--- config.mk ---
export PLATFORM = sky130hd
export DESIGN_NAME = ilpm_ctrl
export DESIGN_NICKNAME = d
export VERILOG_FILES = /design/src/rtl/ilpm_ctrl.v
export VERILOG_INCLUDE_DIRS = /design/src /design/src/rtl
export SDC_FILE = /design/constraint.sdc
export NUM_CORES = 1
export LEC_CHECK = 0
export BUFFER_PORTS_ARGS = -buffer_cell sky130_fd_sc_hd__buf_2
export CAP_MARGIN = 5
export CORE_MARGIN = 4
export CORE_UTILIZATION = 52
export DETAILED_ROUTE_END_ITERATION = 6
export HOLD_SLACK_MARGIN = 0.02
export PLACE_DENSITY = 0.93
export SYNTH_ARGS = -nofsm -noshare
export SYNTH_HDL_FRONTEND = slang
export SYNTH_SLANG_ARGS = --single-unit
--- constraint.sdc ---
create_clock -name clock -period 2.7 [get_ports clock]
set_input_delay 0 -clock clock [delete_from_list [all_inputs] [get_ports clock]]
set_output_delay 0 -clock clock [all_outputs]
set_load 0.05 [all_outputs]
--- src/rtl/ilpm_map.vh ---
// Purpose: constants for the interrupt level priority and masking block
// Assumes: included by rtl/ilpm_ctrl.v
// Notes: level codes double as winner encoding
`ifndef ILPM_MAP_VH
`define ILPM_MAP_VH
// winner level codes, priority rank order
`define ILPM_LVL_NONE 4'h0
`define ILPM_LVL_MCX 4'h1
`define ILPM_LVL_MCA 4'h2
`define ILPM_LVL_PGM 4'h3
`define ILPM_LVL_SVC 4'h4
`define ILPM_LVL_PER 4'h5
`define ILPM_LVL_MCR 4'h6
`define ILPM_LVL_TMR 4'h7
`define ILPM_LVL_IOT 4'h8
// old/new status word pair area bases
`define ILPM_PAIR_MC 12'h030
`define ILPM_PAIR_PGM 12'h040
`define ILPM_PAIR_SVC 12'h050
`define ILPM_PAIR_TMR 12'h060
`define ILPM_PAIR_IOT 12'h020
`define ILPM_PAIR_PER 12'h080
// event identification area
`define ILPM_PER_ID_LO 12'h1f0
`define ILPM_PER_ID_HI 12'h1f7
// cause code field in old status word
`define ILPM_CODE_LSB 24
`define ILPM_CODE_MSB 31
`define ILPM_CODE_TMR 8'h60
`define ILPM_CODE_ZERO 8'h00
// machine check cause bits in code
`define ILPM_MCC_FAULT 0
`define ILPM_MCC_ABN 1
`define ILPM_MCC_ALARM 2
`define ILPM_MCC_TDF 3
`define ILPM_MCC_TCW 4
// program exception classes
`define ILPM_PX_CLASSES 16
`define ILPM_PX_FXOVF 4'h8
`define ILPM_PX_DECOVF 4'ha
`define ILPM_PX_EXPUNF 4'hd
`define ILPM_PX_SIGNIF 4'he
// program mask bit positions
`define ILPM_PM_FX 3
`define ILPM_PM_DEC 2
`define ILPM_PM_EXP 1
`define ILPM_PM_SIG 0
`endif

--- src/rtl/ilpm_ctrl.v ---
// Purpose: interrupt request collection, masking and priority selection
// Assumes: all request inputs synchronous one-cycle pulses on clock
// Notes: entry sequence itself is outside; this block hands it a winner
// Operation
// fault with mask clear: immediate exigent entry
// alarm with both masks clear: after instruction
// exception with exception mask set escalates
// tabler data fault: repressible check after instruction
// tabler word access fault: repressible check
// repressible cause reported with other causes
// sixteen exception classes, own codes
// supervisor call never masked
// timer edge depends on model variant
// timer taken only with timer mask
// tabler request on completion or error
// tabler taken only with its mask
// event recording needs enables, id area
// set hardware mask holds or escalates
// unmasked requests accepted at once
// four program mask bits gate exceptions
// request flip-flop per level, arbitrated
// entry done clears requests, new masks
// fixed priority ranks one to eight
// each level own status word pair; the three machine check levels share ILPM_PAIR_MC
// taking exception sets exception mask
// check with check mask set stops
// save status word with cause code
// ranks one to four mutually exclusive
// reset clears requests and masks
// arbitrate at boundaries except exigent
`include "ilpm_map.vh"
module ilpm_ctrl #(
  parameter MODEL_POS_TO_ZERO = 0,
  parameter TMR_W = 24
) (
  // clock and reset
  input wire clock,
  input wire nrst,
  // machine check sources
  input wire hw_fault,
  input wire hw_alarm,
  input wire tabler_data_fault,
  input wire tabler_control_word_fault,
  // program exception source
  input wire prog_exc,
  input wire [3:0] prog_exc_class,
  // supervisor call
  input wire supervisor_call,
  input wire [7:0] supervisor_call_code,
  // interval timer count, sampled each cycle
  input wire [TMR_W-1:0] timer_count,
  // io status tabler events
  input wire io_status_tabler_done,
  input wire io_status_tabler_error,
  // event trace recording
  input wire event_trace_hit,
  input wire event_trace_cr_en,
  // current status word masks
  input wire psw_timer_mask,
  input wire psw_tabler_mask,
  input wire psw_event_mask,
  input wire [3:0] psw_program_mask,
  input wire [31:0] cur_program_status_word,
  // sequencer handshake
  input wire instr_boundary,
  input wire entry_done,
  input wire mask_clear_load,
  // entry request to sequencer
  output wire entry_req,
  output wire entry_preempt,
  output reg [3:0] entry_level,
  output reg [11:0] entry_pair_addr,
  output reg [31:0] old_status_word,
  output reg event_id_store,
  output wire [11:0] event_id_lo,
  output wire [11:0] event_id_hi,
  // status
  output reg hw_fault_mask,
  output reg prog_exception_mask,
  output reg check_stop,
  output wire [8:1] pending
);
  reg [8:1] req_r;
  reg [8:1] req_nxt;
  reg [4:0] mc_cause_r;
  reg [3:0] px_code_r;
  reg [7:0] svc_code_r;
  reg [TMR_W-1:0] tmr_prev_r;
  reg busy_r;
  reg tmr_m_r;
  reg iot_m_r;
  reg per_m_r;
  reg [3:0] pm_r;
  reg [3:0] win;
  reg [11:0] pair;
  reg [7:0] code;
  reg px_masked;
  wire tmr_neg = timer_count[TMR_W-1];
  wire prev_neg = tmr_prev_r[TMR_W-1];
  wire prev_zero = (tmr_prev_r == {TMR_W{1'b0}});
  wire cur_zero = (timer_count == {TMR_W{1'b0}});
  wire prev_pos = !prev_neg && !prev_zero;
  wire tmr_edge = (MODEL_POS_TO_ZERO != 0) ?
    (prev_pos && (cur_zero || tmr_neg)) : (prev_zero && tmr_neg);
  wire mca_set = prog_exc && prog_exception_mask && !hw_fault_mask;
  wire mcr_src = hw_alarm || tabler_data_fault || tabler_control_word_fault;
  wire mcr_ok = !hw_fault_mask && !prog_exception_mask;
  // only causes that actually raise a check reach the code
  wire [4:0] mc_new = {tabler_control_word_fault && mcr_ok, tabler_data_fault && mcr_ok,
    hw_alarm && mcr_ok, mca_set, hw_fault && !hw_fault_mask};

  assign event_id_lo = `ILPM_PER_ID_LO;
  assign event_id_hi = `ILPM_PER_ID_HI;
  assign pending = req_r;

  // program mask applies only to four classes
  always @* begin
    case (prog_exc_class)
      `ILPM_PX_FXOVF: px_masked = !pm_r[`ILPM_PM_FX];
      `ILPM_PX_DECOVF: px_masked = !pm_r[`ILPM_PM_DEC];
      `ILPM_PX_EXPUNF: px_masked = !pm_r[`ILPM_PM_EXP];
      `ILPM_PX_SIGNIF: px_masked = !pm_r[`ILPM_PM_SIG];
      default: px_masked = 1'b0;
    endcase
  end

  // request flip-flops; sets win over the entry clear
  always @* begin
    req_nxt = req_r;
    if (entry_done) begin
      req_nxt = 8'h00;
    end
    if (hw_fault && !hw_fault_mask) begin
      req_nxt[1] = 1'b1;
    end
    if (mca_set) begin
      req_nxt[2] = 1'b1;
    end
    if (prog_exc && !prog_exception_mask && !hw_fault_mask && !px_masked) begin
      req_nxt[3] = 1'b1;
    end
    if (supervisor_call) begin
      req_nxt[4] = 1'b1;
    end
    if (event_trace_hit && event_trace_cr_en) begin
      req_nxt[5] = 1'b1;
    end
    if (mcr_src && mcr_ok) begin
      req_nxt[6] = 1'b1;
    end
    if (tmr_edge) begin
      req_nxt[7] = 1'b1;
    end
    if (io_status_tabler_done || io_status_tabler_error) begin
      req_nxt[8] = 1'b1;
    end
    // masked timer and tabler levels survive the clear and stay pending
    if (entry_done) begin
      req_nxt[7] = req_nxt[7] | (req_r[7] & !tmr_m_r);
      req_nxt[8] = req_nxt[8] | (req_r[8] & !iot_m_r);
    end
  end

  // winner: exigent any time, others only at boundary
  always @* begin
    win = `ILPM_LVL_NONE;
    if (req_r[1]) begin
      win = `ILPM_LVL_MCX;
    end else if (instr_boundary) begin
      if (req_r[2]) begin
        win = `ILPM_LVL_MCA;
      end else if (req_r[3]) begin
        win = `ILPM_LVL_PGM;
      end else if (req_r[4]) begin
        win = `ILPM_LVL_SVC;
      end else if (req_r[5] && per_m_r) begin
        win = `ILPM_LVL_PER;
      end else if (req_r[6]) begin
        win = `ILPM_LVL_MCR;
      end else if (req_r[7] && tmr_m_r) begin
        win = `ILPM_LVL_TMR;
      end else if (req_r[8] && iot_m_r) begin
        win = `ILPM_LVL_IOT;
      end
    end
  end

  // pair address and cause code per level
  always @* begin
    pair = `ILPM_PAIR_MC;
    code = {3'h0, mc_cause_r};
    case (win)
      `ILPM_LVL_PGM: begin
        pair = `ILPM_PAIR_PGM;
        code = {4'h0, px_code_r};
      end
      `ILPM_LVL_SVC: begin
        pair = `ILPM_PAIR_SVC;
        code = svc_code_r;
      end
      `ILPM_LVL_PER: begin
        pair = `ILPM_PAIR_PER;
        code = `ILPM_CODE_ZERO;
      end
      `ILPM_LVL_TMR: begin
        pair = `ILPM_PAIR_TMR;
        code = `ILPM_CODE_TMR;
      end
      `ILPM_LVL_IOT: begin
        pair = `ILPM_PAIR_IOT;
        code = `ILPM_CODE_ZERO;
      end
      default: begin
        pair = `ILPM_PAIR_MC;
        code = {3'h0, mc_cause_r};
      end
    endcase
  end

  assign entry_req = (win != `ILPM_LVL_NONE) && !busy_r && !check_stop;
  assign entry_preempt = entry_req && (win == `ILPM_LVL_MCX);

  always @(posedge clock) begin
    if (!nrst) begin
      req_r <= 8'h00;
      hw_fault_mask <= 1'b0;
      prog_exception_mask <= 1'b0;
      check_stop <= 1'b0;
      mc_cause_r <= 5'h00;
      px_code_r <= 4'h0;
      svc_code_r <= 8'h00;
      tmr_prev_r <= {TMR_W{1'b0}};
      busy_r <= 1'b0;
      tmr_m_r <= 1'b0;
      iot_m_r <= 1'b0;
      per_m_r <= 1'b0;
      pm_r <= 4'h0;
      entry_level <= `ILPM_LVL_NONE;
      entry_pair_addr <= 12'h000;
      old_status_word <= 32'h00000000;
      event_id_store <= 1'b0;
    end else begin
      req_r <= req_nxt;
      tmr_prev_r <= timer_count;
      event_id_store <= 1'b0;
      // causes accumulate so one check reports them all
      // cleared at entry end, but a cause arriving then still counts
      mc_cause_r <= (entry_done ? 5'h00 : mc_cause_r) | mc_new;
      if (prog_exc) begin
        px_code_r <= prog_exc_class;
      end
      if (supervisor_call) begin
        svc_code_r <= supervisor_call_code;
      end
      if (hw_fault_mask && (hw_fault || (prog_exc && prog_exception_mask))) begin
        check_stop <= 1'b1;
      end
      if (entry_req) begin
        busy_r <= 1'b1;
        entry_level <= win;
        entry_pair_addr <= pair;
        old_status_word <= {code, cur_program_status_word[23:0]};
        event_id_store <= (win == `ILPM_LVL_PER);
        if (win == `ILPM_LVL_PGM) begin
          prog_exception_mask <= 1'b1;
        end
        if ((win == `ILPM_LVL_MCX) || (win == `ILPM_LVL_MCA) ||
            (win == `ILPM_LVL_MCR)) begin
          hw_fault_mask <= 1'b1;
        end
      end
      if (entry_done) begin
        busy_r <= 1'b0;
        // new masks take effect only once entry finishes
        tmr_m_r <= psw_timer_mask;
        iot_m_r <= psw_tabler_mask;
        per_m_r <= psw_event_mask;
        pm_r <= psw_program_mask;
      end
      if (mask_clear_load) begin
        hw_fault_mask <= 1'b0;
        prog_exception_mask <= 1'b0;
      end
    end
  end
endmodule // ilpm_ctrl

==> out/metrics.cfg <==
[place]
place_hpwl_microns=7950
pre_cts_slack_ps=489
dp.cells=684
port-buffer-count=135
gp_congestion=0.895
placed_cell_area_sq_um=4840

[yosys]
synth_cells=474
ys_warn_count=0
async_reset_ff_share_pct=0
avgSynthCellArea_sq_um=8.95
synth_compound_area_share_pct=19.5
synth.distinct_cells=48
synth_top_family_by_area=compound AO/OA/AOI/OAI gates
ys_ff_latch=101
synthXorXnorAreaFrac_pct=0
yosysSeqAreaShare_pct=47.7
syn_area_sq_um=4240
yosys.area_share.simple_pct=18.1
synth_edf_count=0
synthAdderAreaFrac_pct=0
synthFlopType=dfxtp_1
synth_mux_area_share_pct=4.96

[sta]
maxSlewViolCount=0
finalCritPeriodShare_pct=83.0
hold_viol_final=0
max_slew.worst_pin.slew_ps=1150
rsz0062_at_grt=no
finalCriticalPeriod_ps=2240
final.setup.tns_ps=0
fin_ws_ps=459
slew_headroom_pct=23.1
fmax_ghz=0.446
final-setup-viol-count=0
finalClockSkew_ps=10.5

[worst_setup_path]
cp_data_arrival_time_ps=2490
r2r-start=pending[2]
crit_path_start_kind=flip-flop
critPathCaptureType=flip-flop
setup.worst_path.class=reg2reg
cp.required_ps=2950
critPathLaunch=pending[2]
critPathMaxFanout=8

[floorplanning]
die_h_microns=98.3
initial_core_util_pct=54.0
io_pins=176
design.die.area_sq_um=9670
core-area_sq_um=7850
num_rows=32
dieWidth_microns=98.3

[routing]
ant_nets=0
vias=4387
wl_microns=13600
routed_via_density=5.66
first_pass_iters=5
drt_iter0_drc=423
wl_per_cell_microns=17.5
drc=0

[clock_network]
cts_resized=0
cts.path.max_buffers=2
insertion_delay_ps=360
clock_sinks=101
cts_tree=built
cts_made_buffers=9
clk_pin_slew_worst_paths_ps=90
postCtsSetupBuffers=0
cts_root_buffer=clkbuf_8
cts_max_level=3

[min_path]
hold_path_class=in2reg
hold_path_startpoint=prog_exc

[global_routing]
antenna_found_initial=0
grt_max_degree=68
grt_pass1_vias=4399
grt-ovfl-total=0
grt_pass1_wl_microns=21700
grtUsageTotal_pct=27.7

[final_layout]
final_cell_mix=135 x buf_2, 101 x dfxtp_1, 76 x dlygate4sd3_1, 48 x a21oi_1, 36 x nor2_1
antenna_cells=0
fin_area_sq_um=5760
instances_no_fill=775
final_nets=759
drive_above_1_share_pct=24.5
syn_to_final_growth_pct=35.9
layout_commonest_cell=buf_2
utilization_pct=73.4
multiInputGateArea_sq_um=1920
fill_cells=565
regArea_sq_um=2020

[power_and_ir_drop]
powerDensity_nw_per_um2=614
p_leak_nw=2.61
peakVddDrop_mv=0.344

[run]
cap_violations=0

[run_status]
status=complete, no violations

[repair_timing]
| action | in CTS | in global routing |
|---|---|---|
| hold buffers | 76 | 0 |
| endpoints found under the setup margin | 0 | 0 |
| hold endpoints to repair | 79 | 0 |
[synth_stat cells (all sizes together), types with 2 or more instances]
master / instances / area share, %
a2111o: 2 / 0.53
and2: 25 / 3.7
conb: 2 / 0.18
a211o: 4 / 0.83
nor4b: 3 / 0.62
clkbuf: 24 / 2.1
a311oi: 2 / 0.41
o2111ai: 6 / 1.2
o21ai: 30 / 3.5
a21o: 7 / 1.2
a31oi: 7 / 1.0
buf: 42 / 7.0
inv: 4 / 0.35
or4b: 2 / 0.65
a21oi: 48 / 5.7
o211ai: 5 / 0.89
nand2b: 5 / 0.74
a211oi: 5 / 0.89
nand2: 17 / 1.5
o221ai: 2 / 0.41
o22ai: 4 / 0.59
mux2i: 21 / 5.0
dfxtp: 101 / 48
a22oi: 4 / 0.71
nand3: 28 / 3.3
nand3b: 2 / 0.35
o21a: 2 / 0.35
nand4: 6 / 0.89
nor3: 9 / 1.1
nor4: 6 / 1.0
nor2: 38 / 3.5
[stage by stage]
step           total power, W  hold slack, ps
5_1_grt               0.00367            53.0
2_1_floorplan         0.00241            76.7
6_report              0.00354            40.9
3_5_place_dp          0.00260             196
4_1_cts               0.00351            29.0
3_3_place_gp          0.00258             183
[registers in the layout (all words and copies together), names as in the netlist, 4 cells and up]
name	flops
old_status_word	32
px_code_r	4
entry_pair_addr	4
pm_r	4
svc_code_r	8
mc_cause_r	5
tmr_prev_r	24
pending	8
entry_level	4
[worst max-delay path: stages (launching register included)]
cell      delay [ps]
dfxtp_1          390
nor4bb_1         940
a21oi_1          400
a31oi_1          290
o22ai_1           90
[cell type report]
cell class,count,area share [%]
multi-input cells,332,33.4
clock buffers,11,2.45
repair buffers,220,26.1
inverters,5,0.326
well taps,102,2.21
clock inverters,4,0.434
flip-flops and latches,101,35.1
[power by group]
group	internal [W]	total, W	switching, W	leakage [nW]
Combinational	0.000322	0.00102	0.000695	1.70
Sequential	0.00160	0.00167	0.0000683	0.834
Clock	0.000353	0.000850	0.000497	0.0812
[path summary, 6_finish.rpt]
path | to | depth (start not counted) | slack, ps
setup / recovery | old_status_word[26] | 4 | 460
hold / removal | pending[3] | 2 | 40
setup reg to reg | old_status_word[26] | 4 | 460
hold reg to reg | entry_level[0] | 2 | 460
[cells by family (layout without fill, tap and decap cells)]
| kind of cell | count (synthesis) | after routing |
|---|---|---|
| buffers and inverters | 71 | 240 |
| flip-flops | 101 | 101 |
| AO/OA/AOI/OAI | 134 | 134 |
| other | 2 | 32 |
| multiplexers | 21 | 21 |
| AND/OR/NAND/NOR | 145 | 145 |
[layer usage]
layer / vias up / global-route usage, % / routed length (microns)
met4: 0 / 14.9 / 724
met2: 270 / 48.3 / 6690
met3: 69 / 6.36 / 1160
met5: - / 0 / 0
met1: 2021 / 31.1 / 5010
li1: 2027 / - / -
No activity file was read; power rests on OpenSTA's default activity.
